$ cat config.mk
export PLATFORM = sky130hd
export DESIGN_NAME = sdd_top
export DESIGN_NICKNAME = d
export VERILOG_FILES = /design/src/rtl/sdd_pkg.sv /design/src/rtl/sdd_map_if.sv /design/src/rtl/sdd_top.sv /design/src/rtl/sdd_pin_map.sv
export SDC_FILE = /design/constraint.sdc
export NUM_CORES = 1
export LEC_CHECK = 0
export ABC_AREA = 1
export ABC_CLOCK_PERIOD_IN_PS = 2700
export BUFFER_PORTS_ARGS = -buffer_cell sky130_fd_sc_hd__buf_2
export CAP_MARGIN = 20
export CORE_MARGIN = 2
export CORE_UTILIZATION = 45
export DETAILED_ROUTE_END_ITERATION = 12
export HOLD_SLACK_MARGIN = 0.15
export PLACE_DENSITY = 0.73
export SLEW_MARGIN = 10
export SYNTH_ARGS = -nofsm -noshare
export SYNTH_HDL_FRONTEND = slang
export SYNTH_SLANG_ARGS = --single-unit
$ cat constraint.sdc
create_clock -name clock -period 2.7 [get_ports clock]
set_input_delay 0.54 -clock clock [delete_from_list [all_inputs] [get_ports clock]]
set_output_delay 0.54 -clock clock [all_outputs]
set_load 0.03 [all_outputs]
$ cat src/rtl/sdd_pkg.sv
// Package of constants and types for the servo diagnostic display block
package sdd_pkg;
    localparam int DI_W = 10;
    localparam int DO_W = 6;
    localparam int FN_W = 4;
    localparam int AN_W = 12;
    localparam int SEL_W = 3;
    localparam int CAL_SHIFT = 4;
    localparam int CAL_SAMPLES = 16;
    localparam logic [4:0] CAL_CNT_MAX = 5'h0F;
    localparam logic [AN_W-1:0] OFFSET_RST = 12'h000;
    localparam logic [FN_W-1:0] FN_SERVO_ON = 4'h2;
    localparam logic [7:0] CODE_NOT_READY = 8'h0F;
    localparam logic [7:0] CODE_READY = 8'h01;
    localparam logic [15:0] FW_VERSION = 16'h0100;
    localparam logic [15:0] FW_SYSTEM = 16'h0001;
    localparam logic [SEL_W-1:0] ITEM_CTRL = 3'h0;
    localparam logic [SEL_W-1:0] ITEM_IO = 3'h1;
    localparam logic [SEL_W-1:0] ITEM_FORCE = 3'h2;
    localparam logic [SEL_W-1:0] ITEM_JOG = 3'h3;
    localparam logic [SEL_W-1:0] ITEM_POS = 3'h4;
    localparam logic [SEL_W-1:0] ITEM_INERTIA = 3'h5;
    localparam logic [SEL_W-1:0] ITEM_OFFSET = 3'h6;
    localparam logic [SEL_W-1:0] ITEM_VERSION = 3'h7;
    localparam logic [SEL_W-1:0] ITEM_LAST = 3'h7;
    localparam logic [1:0] MODE_LAST = 2'h3;
    localparam logic [1:0] MODE_DIAG = 2'h2;
    typedef enum logic [2:0] {
        SDD_ST_IDLE,
        SDD_ST_FORCE,
        SDD_ST_JOG,
        SDD_ST_POS,
        SDD_ST_INERTIA,
        SDD_ST_CAL_ARM,
        SDD_ST_CAL_RUN
    } sdd_state_e;
endpackage

$ cat src/rtl/sdd_map_if.sv
// Interface carrying pin function assignment between the top and the mapper
`timescale 1ns/1ns
`default_nettype none
interface sdd_map_if;
    import sdd_pkg::*;
    logic [DI_W-1:0] pin_level;
    logic [DI_W*FN_W-1:0] pin_func;
    logic servo_on;
    modport host (output pin_level, output pin_func, input servo_on);
    modport mapper (input pin_level, input pin_func, output servo_on);
endinterface
`default_nettype wire

$ cat src/rtl/sdd_top.sv
// Diagnostic display logic of a servo drive front panel
// Contract
// - Not-ready while initializing, alarm, or servo-on off
// - Ready code once initialized and operable
// - Upper segments inputs, lower segments outputs
// - Pin functions come from assignment group
// - Forced outputs leave drive state untouched
// - Forcing only allowed with servo off
// - Jog only without external command
// - Positioning from PC only, no command
// - Inertia estimation from PC only
// - Calibration measures zero-volt residual level
// - Offset written automatically on completion
// - Two read-only firmware number screens
// - Mode steps modes, up/down select items
`timescale 1ns/1ns
`default_nettype none
module sdd_top
(
    input wire logic clock,
    input wire logic rstn,
    // Drive status
    input wire logic init_busy,
    input wire logic alarm_active,
    input wire logic ext_cmd_present,
    // Pins and normal drive logic
    input wire logic [sdd_pkg::DI_W-1:0] digital_input,
    input wire logic [sdd_pkg::DI_W*sdd_pkg::FN_W-1:0] io_assignment_param_group,
    input wire logic [sdd_pkg::DO_W-1:0] do_normal,
    input wire logic [sdd_pkg::AN_W-1:0] analog_speed_in,
    // Panel keys, one-cycle pulses
    input wire logic key_mode,
    input wire logic key_up,
    input wire logic key_down,
    input wire logic key_set,
    // PC link commands, one-cycle pulses
    input wire logic pc_force_req,
    input wire logic pc_jog_req,
    input wire logic pc_pos_req,
    input wire logic pc_inertia_req,
    input wire logic pc_exit,
    input wire logic [sdd_pkg::DO_W-1:0] force_value,
    // Outputs
    output logic [sdd_pkg::DO_W-1:0] digital_output,
    output logic [7:0] not_ready_code,
    output logic [sdd_pkg::DI_W-1:0] seg_upper,
    output logic [sdd_pkg::DO_W-1:0] seg_lower,
    output logic [15:0] firmware_version_screen,
    output logic [1:0] disp_mode,
    output logic [sdd_pkg::SEL_W-1:0] diag_item,
    output logic force_active,
    output logic jog_active,
    output logic pos_active,
    output logic inertia_active,
    output logic cal_busy,
    output logic [sdd_pkg::AN_W-1:0] analog_offset_param
);
    import sdd_pkg::*;

    logic rst_s1_r, rst_s2_r;
    always_ff @(posedge clock or negedge rstn)
    begin
        if (!rstn)
        begin
            rst_s1_r <= 1'b0;
            rst_s2_r <= 1'b0;
        end
        else
        begin
            rst_s1_r <= 1'b1;
            rst_s2_r <= rst_s1_r;
        end
    end
    wire rst_n = rst_s2_r;

    // Pin synchronisers
    logic [DI_W-1:0] di_s1_r, di_s2_r;
    always_ff @(posedge clock or negedge rst_n)
    begin
        if (!rst_n)
        begin
            di_s1_r <= '0;
            di_s2_r <= '0;
        end
        else
        begin
            di_s1_r <= digital_input;
            di_s2_r <= di_s1_r;
        end
    end

    sdd_map_if mif ();
    assign mif.pin_level = di_s2_r;
    assign mif.pin_func = io_assignment_param_group;
    sdd_pin_map u_map (.m(mif));
    wire servo_on = mif.servo_on;

    sdd_state_e st_r, st_nxt;
    logic [1:0] mode_r, mode_nxt;
    logic [SEL_W-1:0] item_r, item_nxt;
    logic cal_pick_r, cal_pick_nxt;
    logic [4:0] cal_cnt_r, cal_cnt_nxt;
    logic [AN_W+CAL_SHIFT-1:0] cal_acc_r, cal_acc_nxt;
    logic [AN_W-1:0] offset_r, offset_nxt;
    logic [DO_W-1:0] dout_nxt;
    logic [7:0] code_nxt;
    logic [15:0] fw_nxt;
    logic cal_done;

    always_comb
    begin
        st_nxt = st_r;
        mode_nxt = mode_r;
        item_nxt = item_r;
        cal_pick_nxt = cal_pick_r;
        cal_cnt_nxt = cal_cnt_r;
        cal_acc_nxt = cal_acc_r;
        offset_nxt = offset_r;
        cal_done = 1'b0;
        // Mode key cycles modes, up/down walk items in diagnostics
        if (st_r == SDD_ST_IDLE)
        begin
            if (key_mode)
            begin
                mode_nxt = (mode_r == MODE_LAST) ? 2'h0 : mode_r + 2'h1;
            end
            else if (mode_r == MODE_DIAG && key_up)
            begin
                item_nxt = (item_r == ITEM_LAST) ? ITEM_CTRL : item_r + 3'h1;
                cal_pick_nxt = 1'b0;
            end
            else if (mode_r == MODE_DIAG && key_down)
            begin
                item_nxt = (item_r == ITEM_CTRL) ? ITEM_LAST : item_r - 3'h1;
                cal_pick_nxt = 1'b0;
            end
        end
        case (st_r)
            SDD_ST_IDLE:
            begin
                if (pc_force_req && !servo_on)
                begin
                    st_nxt = SDD_ST_FORCE;
                end
                else if (pc_jog_req && !ext_cmd_present)
                begin
                    st_nxt = SDD_ST_JOG;
                end
                else if (pc_pos_req && !ext_cmd_present)
                begin
                    st_nxt = SDD_ST_POS;
                end
                else if (pc_inertia_req && !ext_cmd_present)
                begin
                    st_nxt = SDD_ST_INERTIA;
                end
                else if (mode_r == MODE_DIAG && !key_mode && key_set)
                begin
                    if (item_r == ITEM_FORCE && !servo_on)
                    begin
                        st_nxt = SDD_ST_FORCE;
                    end
                    else if (item_r == ITEM_JOG && !ext_cmd_present)
                    begin
                        st_nxt = SDD_ST_JOG;
                    end
                    else if (item_r == ITEM_OFFSET)
                    begin
                        st_nxt = SDD_ST_CAL_ARM;
                        cal_pick_nxt = 1'b0;
                    end
                    else if (item_r == ITEM_VERSION)
                    begin
                        // Set flips between version and system number screens
                        cal_pick_nxt = ~cal_pick_r;
                    end
                end
            end
            SDD_ST_FORCE:
            begin
                if (pc_exit || key_mode || servo_on)
                begin
                    st_nxt = SDD_ST_IDLE;
                end
            end
            SDD_ST_JOG, SDD_ST_POS, SDD_ST_INERTIA:
            begin
                if (pc_exit || key_mode || ext_cmd_present)
                begin
                    st_nxt = SDD_ST_IDLE;
                end
            end
            SDD_ST_CAL_ARM:
            begin
                if (key_up || key_down)
                begin
                    cal_pick_nxt = ~cal_pick_r;
                end
                else if (key_set && cal_pick_r)
                begin
                    st_nxt = SDD_ST_CAL_RUN;
                    cal_cnt_nxt = 5'h00;
                    cal_acc_nxt = '0;
                end
                else if (key_set || key_mode)
                begin
                    st_nxt = SDD_ST_IDLE;
                    cal_pick_nxt = 1'b0;
                end
            end
            SDD_ST_CAL_RUN:
            begin
                // Average samples of the idle input as the zero reference
                cal_acc_nxt = cal_acc_r + {{CAL_SHIFT{1'b0}}, analog_speed_in};
                cal_cnt_nxt = cal_cnt_r + 5'h01;
                if (cal_cnt_r == CAL_CNT_MAX)
                begin
                    cal_done = 1'b1;
                    offset_nxt = cal_acc_nxt[AN_W+CAL_SHIFT-1:CAL_SHIFT];
                    cal_pick_nxt = 1'b0;
                    st_nxt = SDD_ST_IDLE;
                end
            end
            default:
            begin
                st_nxt = SDD_ST_IDLE;
            end
        endcase
        // Forcing touches only the pins, never status or state
        dout_nxt = (st_nxt == SDD_ST_FORCE) ? force_value : do_normal;
        code_nxt = (init_busy || alarm_active || !servo_on) ? CODE_NOT_READY
                                                            : CODE_READY;
        fw_nxt = (item_nxt == ITEM_VERSION && cal_pick_nxt) ? FW_SYSTEM
                                                           : FW_VERSION;
    end

    always_ff @(posedge clock or negedge rst_n)
    begin
        if (!rst_n)
        begin
            st_r <= SDD_ST_IDLE;
            mode_r <= 2'h0;
            item_r <= ITEM_CTRL;
            cal_pick_r <= 1'b0;
            cal_cnt_r <= 5'h00;
            cal_acc_r <= '0;
            offset_r <= OFFSET_RST;
            digital_output <= '0;
            not_ready_code <= CODE_NOT_READY;
            seg_upper <= '0;
            seg_lower <= '0;
            firmware_version_screen <= FW_VERSION;
            disp_mode <= 2'h0;
            diag_item <= ITEM_CTRL;
            force_active <= 1'b0;
            jog_active <= 1'b0;
            pos_active <= 1'b0;
            inertia_active <= 1'b0;
            cal_busy <= 1'b0;
            analog_offset_param <= OFFSET_RST;
        end
        else
        begin
            st_r <= st_nxt;
            mode_r <= mode_nxt;
            item_r <= item_nxt;
            cal_pick_r <= cal_pick_nxt;
            cal_cnt_r <= cal_cnt_nxt;
            cal_acc_r <= cal_acc_nxt;
            offset_r <= offset_nxt;
            digital_output <= dout_nxt;
            not_ready_code <= code_nxt;
            seg_upper <= di_s2_r;
            seg_lower <= dout_nxt;
            firmware_version_screen <= fw_nxt;
            disp_mode <= mode_nxt;
            diag_item <= item_nxt;
            force_active <= (st_nxt == SDD_ST_FORCE);
            jog_active <= (st_nxt == SDD_ST_JOG);
            pos_active <= (st_nxt == SDD_ST_POS);
            inertia_active <= (st_nxt == SDD_ST_INERTIA);
            cal_busy <= (st_nxt == SDD_ST_CAL_RUN);
            analog_offset_param <= offset_nxt;
        end
    end
endmodule
`default_nettype wire

$ cat src/rtl/sdd_pin_map.sv
// Maps digital input pins to drive functions using the assignment group
`timescale 1ns/1ns
`default_nettype none
module sdd_pin_map
(
    sdd_map_if.mapper m
);
    import sdd_pkg::*;

    function automatic logic any_pin_is(input logic [DI_W-1:0] lvl,
                                        input logic [DI_W*FN_W-1:0] fn,
                                        input logic [FN_W-1:0] code);
        logic hit;
        hit = 1'b0;
        for (int i = 0; i < DI_W; i++)
        begin
            if (fn[i*FN_W +: FN_W] == code && lvl[i])
            begin
                hit = 1'b1;
            end
        end
        return hit;
    endfunction

    // Servo-on follows whichever pin is programmed for it
    assign m.servo_on = any_pin_is(m.pin_level, m.pin_func, FN_SERVO_ON);
endmodule
`default_nettype wire

# Word-level counts from Yosys, hierarchy flattened

Index checks and enable logic that the tools add are counted.

Word-level logic and storage cells: 155
Output and inout port bits: 68
Bits of input ports: 88
Bits in registers: 98

Bitwise logic cells: 1
$add $sub $neg: 5
Equal/unequal tests: 31
Muxes and demuxes: 59
Reductions and logical operators: 39

Operators by type and width:

| cell                  | count |
|---|---|
| $mux W3               | 20 |
| $eq A4 B2 Y1 const B  | 10 |
| $mux W16              | 2 |
| $pmux W16 S2          | 1 |
| $mux W1               | 27 |
| $eq A3 B3 Y1 const B  | 8 |
| $logic_and A1 B1 Y1   | 22 |
| $eq A3 B2 Y1 const B  | 6 |
| $add A16 B12 Y16      | 1 |
| $pmux W3 S5           | 1 |
| $mux W5               | 2 |
| $pmux W5 S2           | 1 |
| $mux W9               | 1 |
| $logic_or A1 B1 Y1    | 7 |
| $eq A3 B1 Y1 const B  | 2 |
| $logic_not A3 Y1      | 2 |
| $mux W6               | 1 |
| $add A5 B1 Y5 const B | 1 |
| $eq A5 B4 Y1 const B  | 1 |
| $eq A2 B2 Y1 const B  | 2 |
| $mux W4               | 1 |
| $ne A2 B2 Y1 const B  | 2 |
| $reduce_and A2 Y1     | 2 |
| $add A3 B1 Y3 const B | 1 |
| other kinds (9)       | 11 |

# Longest topological paths before layout

Word-level depth: 23
Gate-level depth with buffers: 16
Gate-level depth less buffers: 16

# Hierarchy

From an unflattened synthesis, not the netlist that was laid out.

Cell total of the unflattened synthesis: 539
Area total of the unflattened synthesis: 4,593.2 µm²

By module, submodules not included:

| module      | area each (µm²) | cells each | seq. area each (µm²) | times used |
|---|---|---|---|---|
| sdd_top     | 4,403.0         | 493        | 2,204.6              | 1 |
| sdd_pin_map | 190.2           | 46         | 0.0                  | 1 |

# Least setup slack after synthesis

Ideal clock, no wire load.

Path kind: in2reg
From: in analog_speed_in[0] (netlist bit)
To: reg offset_r[10]
Required time: 2.582 ns
Arrival time: 2.163 ns
Setup slack: 0.420 ns
Stages: 13
Library setup time: 0.118 ns
Cells stage by stage: ha_1 fa_1 nand2_1 nand2_1 nand2_1 nand2_1 a21oi_1 o21ai_1 a31oi_1 nor2_1 xor2_1 nand2_1 nand2_1

Word-level cells in the longest chain between the ends: 1

RTL lines:

| element              | RTL line       | text |
|---|---|---|
| from (decl)          | sdd_top.sv:30  | `input wire logic [sdd_pkg::AN_W-1:0] analog_speed_in,` |
| $add A16 B12 Y16     | sdd_top.sv:214 | `cal_acc_nxt = cal_acc_r + {{CAL_SHIFT{1'b0}}, analog_speed_in};` |
| to (signal assigned) | sdd_top.sv:270 | `offset_r <= offset_nxt;` |
| to (decl)            | sdd_top.sv:104 | `logic [AN_W-1:0] offset_r, offset_nxt;` |

Every way passes these cells.
A chain may end at the register's enable or synchronous reset.

# Final worst setup path

From: reg cal_acc_r[0]
To: reg offset_r[10]

Word-level cells in the longest chain between the ends: 1

RTL lines:

| element                | RTL line       | text |
|---|---|---|
| from (decl)            | sdd_top.sv:103 | `logic [AN_W+CAL_SHIFT-1:0] cal_acc_r, cal_acc_nxt;` |
| from (signal assigned) | sdd_top.sv:269 | `cal_acc_r <= cal_acc_nxt;` |
| $add A16 B12 Y16       | sdd_top.sv:214 |  |

Every way passes these cells.

==> impl_metrics.tcl <==
set metrics [dict create \
    status "completed" \
    final_cells 775 \
    async_flop_share_pct 100 \
    final_cell_area_um2 5350 \
    vias 3677 \
    drcViolationCount 0 \
    gr-total-overflow 0 \
    ys_ff_latch 88 \
    drtIter0Drc 133 \
    crit_path_cell_trace "ha_1, fa_1, nand2_1, nand2_1, nand2_1, nand2_1, a21oi_1, o21ai_1, a31oi_1, nor2_1, xor2_1, nand2_1, nand2_1" \
    synth_edf_count 0 \
    via_per_inst 4.74 \
    critPathMaxStageDelay_ns 0.39 \
    grt_pass1_wl_um 15300 \
    grt_antenna_before_repair 0 \
    dpl_cell_area_um2 5120 \
    slowest_stage "dfrtp_1" \
    syn_avg_cell_area_um2 8.80 \
    critPathArrivalTime_ns 2.61 \
    die_x_um 103 \
    finalHoldViolations 0 \
    grt_pass1_vias 3415 \
    synth.yosys.warnings 0 \
    clk_latency_ns 0.36 \
    clock_sinks 88 \
    worstPathMaxFanout 3 \
    crit_family "compound AO/OA/AOI/OAI gates" \
    hold_path.class "in -> reg" \
    worstSetupStartpoint "cal_acc_r[0]" \
    htreeDepth 3 \
    fmax_mhz 427 \
    dr.pass1.iters 4 \
    drive_gt1_share_pct 27.9 \
    end_kind "register" \
    maxCapViolCount 0 \
    wl_um 9920 \
    worst_slew_pin_slew_ns 0.507 \
    period_share_pct 86.8 \
    diodes 0 \
    critPathRequiredTime_ns 2.96 \
    grt_max_degree 49 \
    setup_viol 0 \
    areaGrowthSynthToFinish_pct 22.1 \
    seq_area_frac_synth_pct 50.3 \
    cts.path.max_buffers 2 \
    path_buf_inv 0 \
    wl_met1_um 4170 \
    cts_resized 0 \
    nets 748 \
    timing.setup.tns_ns 0 \
    dieArea_um2 10500 \
    vdd_drop_max_mv 0.491 \
    antenna_left 0 \
    wl_per_cell_um 12.8 \
    netlist_instances 498 \
    grt_usage_pct 18.8 \
    placed_cells 758 \
    synth_top_area_share_pct 49.1 \
    wl_met3_um 693 \
    p_leak_nw 2.87 \
    grt_setup_unrepaired "false" \
    dr_wl_met2_um 4940 \
    routed.top_layer "met4" \
    clock_skew_ns 0.0196 \
    powerDensity_nw_per_um2 965 \
    ys_top_cells_by_area "dfrtp_1 (49%), nand2_1 (9.7%), ha_1 (6.3%)" \
    reg2reg_slack_ns 0.36 \
    drv_slew 0 \
    rows 36 \
    synth_area_um2 4380 \
    cts_buffers 9 \
    reg2reg_from "cal_acc_r[0]" \
    whs_ns 0.281 \
    synth_ff_type "dfrtp_1" \
    crit_path_frequent_cell "nand2_1" \
    post-route-min-period_ns 2.34 \
    coreArea_um2 9590 \
    path_class "reg -> reg" \
    clk_pin_slew_ns 0.10 \
    root_buffer "clkbuf_8" \
    start_util_pct 45.7 \
    synth_area_leader_cell "dfrtp_1" \
    cts_tree "built" \
    min_from "digital_input[7]" \
    utilization_pct 55.8 \
    die_h_um 103 \
    hpwl_um 7710 \
    slew_headroom_pct 66.1 \
    boundaryPins 156 \
    io_buffers 136 \
    start_kind "register" \
    ys_types 44 \
    gp_congestion 0.911 \
]
[synth_stat cells, types with 6 or more instances]
cell type  instances
nand2_1          113
dfrtp_1           86
nor2_1            51
inv_1             47
nand3_1           30
buf_4             27
o21ai_0           26
ha_1              22
a21oi_1           19
nand4_1            9
xor2_1             9
a22o_1             6
inv_2              6
[kinds of logic after synthesis]
group                      share of synthesized area [%]
DFF                                                 50.3
and+or+nand+nor                                     21.9
xor gates and xnor gates                            2.20
buffers and inverters                               9.67
AOI/OAI and AO/OA                                   9.08
other                                              0.171
adders and majority gates                           6.74
[cells in the final DEF (no fill, tap or decap), types with 5 or more instances in the layout]
master / Yosys / layout
dfrtp_1: 86 / 85
o21ai_0: 26 / 26
nand2_2: 5 / 5
ha_1: 22 / 22
nor2_1: 51 / 51
buf_2: 1 / 136
nand3_1: 30 / 30
conb_1: 2 / 20
clkbuf_8: 0 / 9
inv_1: 47 / 47
a21oi_1: 19 / 19
inv_2: 6 / 6
xor2_1: 9 / 9
a22o_1: 6 / 6
nand2_1: 113 / 113
nand4_1: 9 / 9
[routing by layer]
layer | track usage, % | vias up
met5 | 0 | -
met4 | 6.36 | 0
met3 | 4.47 | 11
met2 | 34.1 | 135
met1 | 21.9 | 1690
li1 | - | 1841
[layout make-up]
class | instances | area, µm²
repair buffers | 140 | 726
fillers | 883 | 4240
clock buffers | 9 | 124
multi-input cells | 343 | 1820
clock inverters | 7 | 95.1
inverters | 55 | 209
well taps | 133 | 166
flip-flops and latches | 88 | 2210
[metrics by stage]
stage	power, mW	setup slack, ns
3_3_place_gp	4.11	0.132
5_1_grt	5.57	0.158
3_5_place_dp	4.20	0.108
2_1_floorplan	3.66	0.0709
4_1_cts	5.20	0.379
6_report	5.17	0.356
[report_power, final]
group	switching (mW)	internal (mW)	leakage (nW)	total (mW)
Clock	0.525	0.458	0.111	0.984
Combinational	1.52	0.780	1.73	2.31
Sequential	0.240	1.64	1.03	1.88
[worst register-to-register path, cell delays in order, from the launching register on]
cell and delay, ns:
dfrtp_1 0.39, ha_1 0.20, fa_1 0.37, nand2_1 0.09
nand2_1 0.05, nand2_1 0.05, nand2_1 0.09, a21oi_1 0.26
o21ai_1 0.14, a31oi_1 0.24, nor2_1 0.09, xor2_1 0.16
nand2_1 0.06, nand2_1 0.05
[what timing repair did]
item | 4_1_cts | 5_1_grt
endpoints found under the hold margin | 2 | 0
buffers inserted | 0 | 0
hold buffers | 1 | 0
[state kept, by name, summed over array words and instances (netlist names), 2 cells and up]
register                 count
offset_r                    12
item_r                       3
seg_upper                   10
cal_acc_r                   16
di_s1_r                     10
di_s2_r                     10
seg_lower                    6
mode_r                       2
st_r                         3
firmware_version_screen      2
cal_cnt_r                    5
[path summary, 6_finish.rpt]
check	to	cells after the start
max	offset_r[10]	13
min	di_s1_r[7]	1
max reg2reg	offset_r[10]	13
min reg2reg	mode_r[1]	0
max in group asynchronous	seg_upper[5]	1
min in group asynchronous	mode_r[1]	0
No activity file was read; power rests on OpenSTA's default activity.
